===== config.mk =====
export PLATFORM = sky130hd
export DESIGN_NAME = sdcc_decode
export DESIGN_NICKNAME = d
export VERILOG_FILES = /design/src/logic/sdcc_bank.v /design/src/logic/sdcc_decode.v
export VERILOG_INCLUDE_DIRS = /design/src /design/src/logic
export SDC_FILE = /design/constraint.sdc
export NUM_CORES = 1
export LEC_CHECK = 0
export BUFFER_PORTS_ARGS = -buffer_cell sky130_fd_sc_hd__buf_2
export CAP_MARGIN = 10
export CORE_ASPECT_RATIO = 1.5
export CORE_MARGIN = 4
export CORE_UTILIZATION = 45
export DETAILED_ROUTE_END_ITERATION = 8
export HOLD_SLACK_MARGIN = 0.15
export PLACE_DENSITY = 0.65
export SLEW_MARGIN = 20
export SYNTH_ARGS = -nofsm -noshare
export SYNTH_HDL_FRONTEND = slang
export SYNTH_SLANG_ARGS = --single-unit
export TNS_END_PERCENT = 5

===== constraint.sdc =====
create_clock -name clk -period 2.9 [get_ports clk]
set_input_delay 0.58 -clock clk [delete_from_list [all_inputs] [get_ports clk]]
set_output_delay 0.58 -clock clk [all_outputs]
set_load 0.01 [all_outputs]

===== src/logic/sdcc_consts.vh =====
// Purpose: Shared constants of the command and clock-enable decoder
// Assumes: Address bus of 12 bits, two banks
// Notes: Included by bare name
`ifndef SDCC_CONSTS_VH
`define SDCC_CONSTS_VH
// Address field positions and bus width
`define SDCC_BANK_SEL_BIT 11
`define SDCC_AUTOCLOSE_BIT 10
`define SDCC_ADDR_W 12
// Device states
`define SDCC_DEV_NORMAL 3'h0
`define SDCC_DEV_SELF 3'h1
`define SDCC_DEV_SREC 3'h2
`define SDCC_DEV_PDOWN 3'h3
`define SDCC_DEV_SUSP 3'h4
// Bank states
`define SDCC_BK_IDLE 3'h0
`define SDCC_BK_ACTIVE 3'h1
`define SDCC_BK_READ 3'h2
`define SDCC_BK_WRITE 3'h3
`define SDCC_BK_RDAC 3'h4
`define SDCC_BK_WRAC 3'h5
// Commands
`define SDCC_CMD_DESEL 4'h0
`define SDCC_CMD_IDLE 4'h1
`define SDCC_CMD_HALT 4'h2
`define SDCC_CMD_FETCH 4'h3
`define SDCC_CMD_STORE 4'h4
`define SDCC_CMD_OPEN 4'h5
`define SDCC_CMD_CLOSE 4'h6
`define SDCC_CMD_REFR 4'h7
`define SDCC_CMD_CFG 4'h8
// Timing in ns and cycles, and default burst length
`define SDCC_ROW_CYCLE_NS 60
`define SDCC_CLK_NS 5
`define SDCC_ROW_CYCLE_CYC ((`SDCC_ROW_CYCLE_NS+`SDCC_CLK_NS-1)/`SDCC_CLK_NS)
`define SDCC_BURST_LEN 4
`endif


===== src/logic/sdcc_bank.v =====
// Purpose: State of one bank
// Assumes: Commands already decoded and gated to this bank, except halt, which reaches both banks ungated, and close with auto-close set, which reaches both
// Notes: Auto-close states fall to idle when the burst ends
`timescale 1ns/1ps
`include "sdcc_consts.vh"
module sdcc_bank #(
   parameter BURST_LEN = `SDCC_BURST_LEN
) (
   input wire clk,
   input wire rst_b,
   input wire run,
   input wire do_open,
   input wire do_fetch,
   input wire do_store,
   input wire do_halt,
   input wire do_close,
   input wire autoclose,
   output reg [2:0] state
);
   reg [7:0] beat;
   reg [2:0] next_state;
   reg [7:0] next_beat;
   // ----------------------------------------------
   // Next bank state
   // ----------------------------------------------
   always @* begin
      next_state = state;
      next_beat = beat;
      if (do_close) begin
         next_state = `SDCC_BK_IDLE;
      end else if (do_open && state == `SDCC_BK_IDLE) begin
         next_state = `SDCC_BK_ACTIVE;
      end else if ((do_fetch || do_store) && state != `SDCC_BK_IDLE) begin
         next_beat = 8'h00;
         if (do_fetch) begin
            next_state = autoclose ? `SDCC_BK_RDAC : `SDCC_BK_READ;
         end else begin
            next_state = autoclose ? `SDCC_BK_WRAC : `SDCC_BK_WRITE;
         end
      end else if (do_halt && (state == `SDCC_BK_READ ||
                               state == `SDCC_BK_WRITE)) begin
         next_state = `SDCC_BK_ACTIVE;
      end else if (state >= `SDCC_BK_READ) begin
         next_beat = beat + 8'h01;
         if (beat == BURST_LEN - 1) begin
            // Burst done: plain ones stay open, auto-close ones precharge
            next_state = (state >= `SDCC_BK_RDAC) ? `SDCC_BK_IDLE :
                         `SDCC_BK_ACTIVE;
         end
      end
   end
   // Bank register, frozen while not running
   always @(posedge clk or negedge rst_b) begin
      if (!rst_b) begin
         state <= `SDCC_BK_IDLE;
         beat <= 8'h00;
      end else if (run) begin
         state <= next_state;
         beat <= next_beat;
      end
   end
endmodule // sdcc_bank


===== src/logic/sdcc_decode.v =====
// Purpose: Command and clock-enable decoder of a two-bank SDRAM
// Assumes: Controller keeps wake setup time and idles banks before
//          low-power entry
// Notes: Strobe pins are active low
`timescale 1ns/1ps
`include "sdcc_consts.vh"
module sdcc_decode #(
   parameter ROW_CYCLES = `SDCC_ROW_CYCLE_CYC,
   parameter BURST_LEN = `SDCC_BURST_LEN
) (
   input wire clk,
   input wire rst_b,
   input wire cke,
   input wire cs_b,
   input wire ras_b,
   input wire cas_b,
   input wire we_b,
   input wire [11:0] addr,
   output reg [2:0] dev_state,
   output reg [2:0] bank0_state,
   output reg [2:0] bank1_state,
   output reg [11:0] config_word,
   output reg [10:0] row_addr,
   output reg [9:0] col_addr,
   output reg cmd_bank,
   output reg illegal_cmd,
   output reg refresh_pulse,
   output reg input_active
);
   // ----------------------------------------------
   // Input synchronisers
   // ----------------------------------------------
   reg cke_s1, cke_s2, cke_prev;
   reg [3:0] strb_s1, strb_s2;
   reg [11:0] addr_s1, addr_s2;
   reg [2:0] state;
   reg [7:0] tmr;
   reg [2:0] next_state;
   reg [7:0] next_tmr;
   reg next_illegal, next_refresh, bank_run;
   reg open_c, fetch_c, store_c, halt_c, close_c;
   wire [2:0] b0_state, b1_state;
   wire [3:0] cmd;
   wire bsel, acl, cke_n, cke_p;

   // Decode strobes (cs, ras, cas, we) into a command code
   function [3:0] sdcc_cmd_of;
      input [3:0] s;
      begin
         casez (s)
            4'b1???: sdcc_cmd_of = `SDCC_CMD_DESEL;
            4'b0111: sdcc_cmd_of = `SDCC_CMD_IDLE;
            4'b0110: sdcc_cmd_of = `SDCC_CMD_HALT;
            4'b0101: sdcc_cmd_of = `SDCC_CMD_FETCH;
            4'b0100: sdcc_cmd_of = `SDCC_CMD_STORE;
            4'b0011: sdcc_cmd_of = `SDCC_CMD_OPEN;
            4'b0010: sdcc_cmd_of = `SDCC_CMD_CLOSE;
            4'b0001: sdcc_cmd_of = `SDCC_CMD_REFR;
            default: sdcc_cmd_of = `SDCC_CMD_CFG;
         endcase
      end
   endfunction

   // Deselect or idle pattern
   function sdcc_quiet;
      input [3:0] c;
      begin
         sdcc_quiet = (c == `SDCC_CMD_DESEL) || (c == `SDCC_CMD_IDLE);
      end
   endfunction

   // Two-flop capture of pins, plus last-cycle enable
   always @(posedge clk or negedge rst_b) begin
      if (!rst_b) begin
         cke_s1 <= 1'b0;
         cke_s2 <= 1'b0;
         cke_prev <= 1'b0;
         strb_s1 <= 4'hF;
         strb_s2 <= 4'hF;
         addr_s1 <= 12'h000;
         addr_s2 <= 12'h000;
      end else begin
         cke_s1 <= cke;
         cke_s2 <= cke_s1;
         cke_prev <= cke_s2;
         strb_s1 <= {cs_b, ras_b, cas_b, we_b};
         strb_s2 <= strb_s1;
         addr_s1 <= addr;
         addr_s2 <= addr_s1;
      end
   end

   assign cke_n = cke_s2;
   assign cke_p = cke_prev;
   assign cmd = sdcc_cmd_of(strb_s2);
   assign bsel = addr_s2[`SDCC_BANK_SEL_BIT];
   assign acl = addr_s2[`SDCC_AUTOCLOSE_BIT];

   // ----------------------------------------------
   // Device state machine
   // ----------------------------------------------
   always @* begin
      next_state = state;
      next_tmr = tmr;
      next_illegal = 1'b0;
      next_refresh = 1'b0;
      bank_run = 1'b0;
      open_c = 1'b0;
      fetch_c = 1'b0;
      store_c = 1'b0;
      halt_c = 1'b0;
      close_c = 1'b0;
      case (state)
         `SDCC_DEV_SELF: begin
            // Only enable decides the exit; the command on the wake cycle is flagged if not quiet; rows refresh internally
            next_refresh = 1'b1;
            if (!cke_p && cke_n) begin
               next_state = `SDCC_DEV_SREC;
               next_tmr = 8'h00;
               next_illegal = !sdcc_quiet(cmd);
            end
         end
         `SDCC_DEV_SREC: begin
            if (!sdcc_quiet(cmd)) begin
               next_illegal = cke_p;
            end else if (cke_p && !cke_n) begin
               next_state = `SDCC_DEV_PDOWN;
            end else if (cke_p && cke_n) begin
               next_tmr = tmr + 8'h01;
               if (tmr >= ROW_CYCLES - 1) begin
                  next_state = `SDCC_DEV_NORMAL;
               end
            end
         end
         `SDCC_DEV_PDOWN: begin
            if (cke_n) begin
               next_state = `SDCC_DEV_NORMAL;
            end
         end
         `SDCC_DEV_SUSP: begin
            if (cke_n) begin
               next_state = `SDCC_DEV_NORMAL;
            end
         end
         default: begin
            if (b0_state == `SDCC_BK_IDLE && b1_state == `SDCC_BK_IDLE &&
                cke_p) begin
               if (!cke_n) begin
                  next_state = (cmd == `SDCC_CMD_REFR) ?
                               `SDCC_DEV_SELF : `SDCC_DEV_PDOWN;
               end else begin
                  bank_run = 1'b1;
                  next_refresh = (cmd == `SDCC_CMD_REFR);
                  open_c = (cmd == `SDCC_CMD_OPEN);
                  close_c = (cmd == `SDCC_CMD_CLOSE);
               end
            end else if (cke_p && !cke_n) begin
               next_state = `SDCC_DEV_SUSP;
            end else begin
               bank_run = 1'b1;
               open_c = (cmd == `SDCC_CMD_OPEN);
               fetch_c = (cmd == `SDCC_CMD_FETCH);
               store_c = (cmd == `SDCC_CMD_STORE);
               halt_c = (cmd == `SDCC_CMD_HALT);
               close_c = (cmd == `SDCC_CMD_CLOSE);
               next_illegal = (cmd == `SDCC_CMD_REFR) ||
                              (cmd == `SDCC_CMD_CFG);
            end
         end
      endcase
   end

   // State, timer and output flops
   always @(posedge clk or negedge rst_b) begin
      if (!rst_b) begin
         state <= `SDCC_DEV_NORMAL;
         tmr <= 8'h00;
         dev_state <= `SDCC_DEV_NORMAL;
         bank0_state <= `SDCC_BK_IDLE;
         bank1_state <= `SDCC_BK_IDLE;
         config_word <= 12'h000;
         row_addr <= 11'h000;
         col_addr <= 10'h000;
         cmd_bank <= 1'b0;
         illegal_cmd <= 1'b0;
         refresh_pulse <= 1'b0;
         input_active <= 1'b0;
      end else begin
         state <= next_state;
         tmr <= next_tmr;
         dev_state <= next_state;
         bank0_state <= b0_state;
         bank1_state <= b1_state;
         illegal_cmd <= next_illegal;
         refresh_pulse <= next_refresh;
         // Inputs count as awake whenever enable is high
         input_active <= cke_n;
         if (bank_run && cmd == `SDCC_CMD_CFG &&
             b0_state == `SDCC_BK_IDLE && b1_state == `SDCC_BK_IDLE) begin
            config_word <= addr_s2;
         end
         if (open_c) begin
            row_addr <= addr_s2[10:0];
            cmd_bank <= bsel;
         end
         if (fetch_c || store_c) begin
            col_addr <= addr_s2[9:0];
            cmd_bank <= bsel;
         end
      end
   end

   // ----------------------------------------------
   // Banks
   // ----------------------------------------------
   sdcc_bank #(.BURST_LEN(BURST_LEN)) u_bank0 (
      .clk(clk),
      .rst_b(rst_b),
      .run(bank_run),
      .do_open(open_c && !bsel),
      .do_fetch(fetch_c && !bsel),
      .do_store(store_c && !bsel),
      .do_halt(halt_c),
      .do_close(close_c && (acl || !bsel)),
      .autoclose(acl),
      .state(b0_state)
   );
   sdcc_bank #(.BURST_LEN(BURST_LEN)) u_bank1 (
      .clk(clk),
      .rst_b(rst_b),
      .run(bank_run),
      .do_open(open_c && bsel),
      .do_fetch(fetch_c && bsel),
      .do_store(store_c && bsel),
      .do_halt(halt_c),
      .do_close(close_c && (acl || bsel)),
      .autoclose(acl),
      .state(b1_state)
   );
endmodule // sdcc_decode


Word-level counts from Yosys, hierarchy flattened
Index checks and enable logic that the tools add are counted.
Operators by class
  eq/ne operators: 35
  add/subtract/negate cells: 3
  $lt $le $gt $ge: 5
  muxes and demuxes: 72
  reductions and logical operators: 58
  bitwise logic cells: 4
Operators by type and width (count)
  2-to-1 mux 8 bit: 10
  2-to-1 mux 3 bit: 25
  equality test 4 x 3 -> 1 bit (second input constant): 8
  one-hot mux 4 bit (8 select lines): 1
  2-to-1 mux 1 bit: 31
  nonzero test 5 bit: 5
  adder 8 x 1 -> 8 bit (second input constant): 3
  logical AND 1 bit: 22
  equality test 3 x 2 -> 1 bit (second input constant): 6
  equality test 4 x 2 -> 1 bit (second input constant): 4
  equality test 8 x 2 -> 1 bit (second input constant): 2
  one-hot mux 8 bit (2 select lines): 1
  AND reduction 5 bit: 3
  logical OR 1 bit: 9
  one-hot mux 3 bit (3 select lines): 1
  equality test 4 x 1 -> 1 bit (second input constant): 2
  greater-or-equal comparator 8 x 4 -> 1 bit (second input constant): 1
  != test 2 bit (second input constant): 4
  nonzero test 2 bit: 4
  AND reduction 7 bit: 1
  greater-or-equal comparator 3 x 2 -> 1 bit (second input constant): 2
  greater-or-equal comparator 3 bit (second input constant): 2
  zero test 3 bit: 2
  != test 2 x 1 -> 1 bit (second input constant): 3
  16 further kinds: 25
Storage, ports and cells
  word-level logic and storage cells: 198
  input bits: 19
  output and inout port bits: 46
  register bits after elaboration: 110

Logic depth before layout (Yosys ltp)
  word-level depth: 12
  mapped depth: 7
  depth with buffers taken out: 6

By module
From an unflattened synthesis, not the netlist that was laid out.
Unflattened totals
  cell total of the unflattened synthesis: 399
  area total of the unflattened synthesis: 4827.1 um2
Modules (own cells, without submodules)
  sdcc_decode: area each 3370.7 um2, cells each 243, times used 1, sequential area each 2212.1 um2
  sdcc_bank: area each 728.2 um2, cells each 78, times used 2, sequential area each 275.3 um2

Worst setup path before layout
OpenSTA, ideal clock, no wires.
  path kind: reg2reg
  start point: reg strb_s2[2]
  end point: reg u_bank1.state[0]
  library setup time: 125 ps
  data required time: 2775 ps
  arrival: 1987 ps
  clock period less this slack: 2112 ps
  stages on the path, launching flop included: 6
  buffers on the path: 0
  path slack: 788 ps
  cells stage by stage: dfstp_2 or3b_2 a211oi_4 nand3_1 o21ai_0 mux2_2
Between the ends
  cells in the longest elaborated chain, start to end: 12
  elaborated cells on any way between the ends: 46
  those cells by class: eq/ne: 12; mux: 23; reduce/logical: 11
RTL lines
  start, declared: RTL line sdcc_decode.v:34  | reg [3:0] strb_s1, strb_s2;
  start signal, assigned: RTL line sdcc_decode.v:87  | strb_s2 <= strb_s1;
  equality test 4 x 1 -> 1 bit (tied with other cells): RTL line sdcc_decode.v:50  | casez (s)
  one-hot mux 4 bit (8 select lines) *: RTL line sdcc_decode.v:50
  equality test 4 x 2 -> 1 bit (no source line) or equality test 4 x 3 -> 1 bit (tied branches)
  2-to-1 mux 1 bit: RTL line sdcc_decode.v:157  | end else if (cke_p && !cke_n) begin
  2-to-1 mux 1 bit: RTL line sdcc_decode.v:146  | if (b0_state == `SDCC_BK_IDLE && b1_state == `SDCC_BK_IDLE &&
  2-to-1 mux 1 bit: RTL line sdcc_decode.v:113  | case (state)
  logical AND 1 bit (on tied branches): RTL line sdcc_decode.v:233, sdcc_decode.v:234
  logical OR 1 bit: RTL line sdcc_bank.v:33  | end else if ((do_fetch || do_store) && state != `SDCC_BK_IDLE) begin
  logical AND 1 bit (no source line)
  2-to-1 mux 3 bit: RTL line sdcc_bank.v:33
  2-to-1 mux 3 bit: RTL line sdcc_bank.v:31  | end else if (do_open && state == `SDCC_BK_IDLE) begin
  2-to-1 mux 3 bit: RTL line sdcc_bank.v:29  | if (do_close) begin
  end signal, assigned: RTL line sdcc_bank.v:55  | state <= `SDCC_BK_IDLE;
  end signal, assigned: RTL line sdcc_bank.v:58  | state <= next_state;
  end, declared: RTL line sdcc_bank.v:18  | output reg [2:0] state
Mark *: on every way between the ends. The rest lies on a longest branch, timed or not.
A chain may end at the register's enable or synchronous reset.

Final worst setup path
  start point: reg state[0]
  end point: reg row_addr[5]
Between the ends
  cells in the longest elaborated chain, start to end: 3
  elaborated cells on any way between the ends: 6
  those cells by class: eq/ne: 4; mux: 1; reduce/logical: 1
RTL lines
  start, declared: RTL line sdcc_decode.v:36  | reg [2:0] state;
  start signal, assigned: RTL line sdcc_decode.v:176  | state <= `SDCC_DEV_NORMAL;
  start signal, assigned: RTL line sdcc_decode.v:189  | state <= next_state;
  equality test 3 bit (tied with other cells): RTL line sdcc_decode.v:113
  OR reduction 4 bit (no source line) *
  2-to-1 mux 1 bit *: RTL line sdcc_decode.v:113
  end signal, assigned: RTL line sdcc_decode.v:203  | row_addr <= addr_s2[10:0];
  end, declared: RTL line sdcc_decode.v:23  | output reg [10:0] row_addr,
Marked as above.

==> Implementation_results.wiki <==
{| class="wikitable"
! Metric !! Value
|-
| Die Width || 90.5 µm
|-
| Largest stage delay, worst path || ~0.60 ns
|-
| Initial DRC Count || 176
|-
| Number of flops mapped to enable cells by yosys || 0
|-
| Antenna fix cells || 0
|-
| Maximum achievable frequency || 415 MHz
|-
| GRT Total Usage || 16.6%
|-
| Maximum ir drop on the vdd rail || a little under 0.5 mV
|-
| Layout-stage area growth over the synthesis result || 17.9%
|-
| Max Slew Vio Count || 0
|-
| Setup repair bufs after CTS || 0
|-
| Final Hold Viols || 0
|-
| Post-route setup TNS || 0 ns
|-
| Maximum number of pins on one net before global-route repair || 40
|-
| Startpoint-to-endpoint class of the critical path || flip-flop to flip-flop
|-
| Overall power consumption || about 4900 µW
|-
| Critical path required time || about 3.1 ns
|-
| Relative slew slack || 51.9%
|-
| Sinks on the clock net || 110
|-
| Final setup vio count || 0
|-
| Yosys top cell area share || a little under three fifths
|-
| Total clock buffers created by CTS || 9
|-
| Number of nets still failing antenna checks after routing || 0
|-
| HPWL after detailed placement || 6700 µm
|-
| DR pass1 iterations || 4
|-
| Mean routed wirelength per cell || 16.5 µm
|-
| Worst-Skew Late Latency || 0.35 ns
|-
| Synthesized net count || between 300 and 400
|-
| Cell type contributing the most total cell area after synthesis || sky130_fd_sc_hd__dfrtp_1
|-
| Final RePlAce weighted congestion || 0.802
|-
| Net total in the final layout || 467
|-
| Y dimension of the die || 132 µm
|-
| H-tree depth || 3
|-
| Register bit total from synthesis || 110
|-
| Capture instance of the worst register-to-register path || row_addr[5]
|-
| Power density over cell area || 901 nW/µm²
|-
| Setup repair after global routing missed its margin || no
|-
| Time the final worst path needs with I/O delays and setup || 2.41 ns
|-
| Launching element type of the critical path || flip-flop
|-
| Clock-pin transition on the worst setup and hold timing paths || roughly 0.080 ns
|-
| Mean cell area of the mapped netlist || 12.3 µm²
|-
| Floorplan die area || 11900 µm²
|-
| Fillers || 828
|-
| Sort of element at the end of the critical path || flip-flop
|-
| Worst Skew || 0.00817 ns
|-
| Synthesized cell area || 4600 µm²
|-
| Number of antenna violations at the first check in global routing || 0
|-
| DR vias/cell || 5.64
|-
| Post-synthesis instance total || 373
|-
| Post-cts resize count || 0
|-
| Initial Util || 46.7%
|-
| Top-level I/O count || 65
|-
| Global-route wire length before repair || 16100 µm
|-
| Transition time at the pin with the least slew margin || 0.718 ns
|-
| Residual DRC || 0
|-
| Core Area || 9850 µm²
|-
| Worst Reg2Reg Path Length in Cells || 4
|-
| Leading cell types by total area after synthesis || sky130_fd_sc_hd__dfrtp_1, sky130_fd_sc_hd__mux2_2, sky130_fd_sc_hd__dfstp_2
|-
| Library cell used as clock root buffer || sky130_fd_sc_hd__clkbuf_16
|-
| Multi-input gate area in the final layout || 1730 µm²
|-
| Detailed-route via count || 3185
|-
| Static leakage power || around 0.0025 µW
|-
| Maximum fanout along the worst path || 13
|-
| Post-Layout Inst Area || 5420 µm²
|-
| Maximum root-to-sink buffer count || 2
|-
| Worst-path cell chain || or3_4 > a21oi_2 > and3_1 > mux2_2
|-
| Ratio of final minimum period to clock period || around 83%
|-
| Total detailed-routing wirelength || 9330 µm
|-
| Type of the most critical hold path || input pin to asynchronous set/reset pin
|-
| Via count of the first global-routing pass || 3358
|-
| Total overflow reported by the global router || 0
|-
| Fraction of final layout cells with drive strength greater than 1 || 33.6%
|-
| Setup slack of the worst register-to-register path || between 0.4 and 0.5 ns
|-
| Arrival time worst endpoint || about 2.6 ns
|-
| Count of yosys warnings during synthesis || 0
|-
| Most used flip-flop cell after synthesis || sky130_fd_sc_hd__dfrtp_1
|-
| Outcome || finished clean
|-
| Master of the slowest instance on the critical path || sky130_fd_sc_hd__and3_1
|-
| Reg2Reg Launch Point || state[0]
|-
| Count of distinct cell types in the synthesized netlist || 56
|-
| Placed instance area || ~5100 µm²
|-
| Number of hold-repair buffers added at the cts stage || 0
|-
| Standard-cell rows || 44
|-
| Number of I/O port buffers || between 60 and 70
|-
| Sequential cell area fraction in the yosys report || between 60% and 70%
|-
| Async set-reset flop share out of synthesis || 100%
|-
| Register cell area after layout || between 2000 and 3000 µm²
|-
| Max-Cap Viols || 0
|-
| TritonCTS clock tree || built
|}
==> synthesized netlist by cell type, drive strengths merged (4+ instances only) <==
library cell	n
dfrtp	102
mux2	37
nand2	19
a21oi	16
o21ai	16
nor2	15
nor3	11
nor2b	9
buf	8
clkbuf	8
dfstp	8
nand3	8
nand4	8
or3	8
xnor2	8
inv	7
nand2b	7
nor4	6
nor3b	5
a211oi	4
a21o	4
and2	4
and3	4
o2bb2ai	4
==> final cells by class <==
type / instances / share of cell area (%)
Multi-Input combinational cell: 240 / 31.9
Tap cell: 115 / 2.65
Sequential cell: 110 / 51.0
Inverter: 7 / 0.485
Clock inverter: 6 / 1.64
Clock buffer: 10 / 4.41
Timing Repair Buffer: 77 / 7.99
==> state kept, by name, summed over array words and instances (netlist names), 4 cells and up <==
name and flops:
addr_s1 12, addr_s2 12, config_word 12, row_addr 11, col_addr 10, tmr 8, u_bank0.beat 8, u_bank1.beat 8
strb_s1 4, strb_s2 4
==> cell usage in the layout, fill, tap and decap left out, drive strengths merged, types with 4 or more instances in the layout <==
master   synthesis  layout
a211oi           4       4
a21o             4       4
a21oi           16      16
and2             4       4
and3             4       4
buf              8      77
clkbuf           8      10
dfrtp          102     102
dfstp            8       8
inv              7       9
mux2            37      37
nand2           19      19
nand2b           7       7
nand3            8       8
nand4            8       8
nor2            15      15
nor2b            9       9
nor3            11      11
nor3b            5       5
nor4             6       6
o21ai           16      16
o2bb2ai          4       4
or3              8       8
xnor2            8       8
==> cells by family (layout without fill, tap and decap cells) <==
group | after synthesis | in the layout | synth area share, %
flops | 110 | 110 | 60.1
mux | 38 | 38 | 9.28
simple gates | 118 | 118 | 14.8
compound gates | 73 | 73 | 11.2
fa+ha+maj | 3 | 3 | 0.816
buf+inv | 23 | 100 | 2.34
xor+xnor | 8 | 8 | 1.52
==> critical path, delay by kind of cell, from the launching register on <==
family          cells  cell delay [ns]
flops               1             0.51
compound gates      1             0.30
mux                 1             0.41
simple gates        2             1.07
==> per-layer routing <==
layer | track usage (%) | vias to the layer above | share of wire (%)
met3 | 5.14 | 13 | 6.0
met4 | 6.90 | 0 | 1.8
met1 | 18.6 | 1593 | 39
met2 | 28.9 | 79 | 53
li1 | - | 1500 | -
met5 | 0 | - | 0
==> worst max-delay path by stage <==
stage                     startpoint          endpoint
after floorplan           strb_s2[2]  u_bank1.state[0]
after global placement      state[0]       row_addr[8]
after detailed placement    state[0]       row_addr[2]
after CTS                   state[0]       row_addr[5]
after global routing        state[0]       row_addr[5]
final                       state[0]       row_addr[5]
==> power by group <==
group	total (µW)	internal [µW]	leakage [µW]	switching [µW]
Sequential	2180	1910	0.00137	262
Combinational	1410	667	0.000950	738
Clock	1300	716	0.000159	588
Total	4880	3300	0.00248	1590
==> stage by stage <==
stage	hold slack, ns	util, %	cells	setup slack [ns]
after floorplan	0.284	-	373	0.788
after global placement	0.331	51.7	549	0.516
after detailed placement	0.336	51.7	549	0.471
after CTS	0.212	55.0	565	0.474
after global routing	0.228	55.0	565	0.372
final	0.198	55.0	565	0.492
Power figures use the tool's default switching activity.
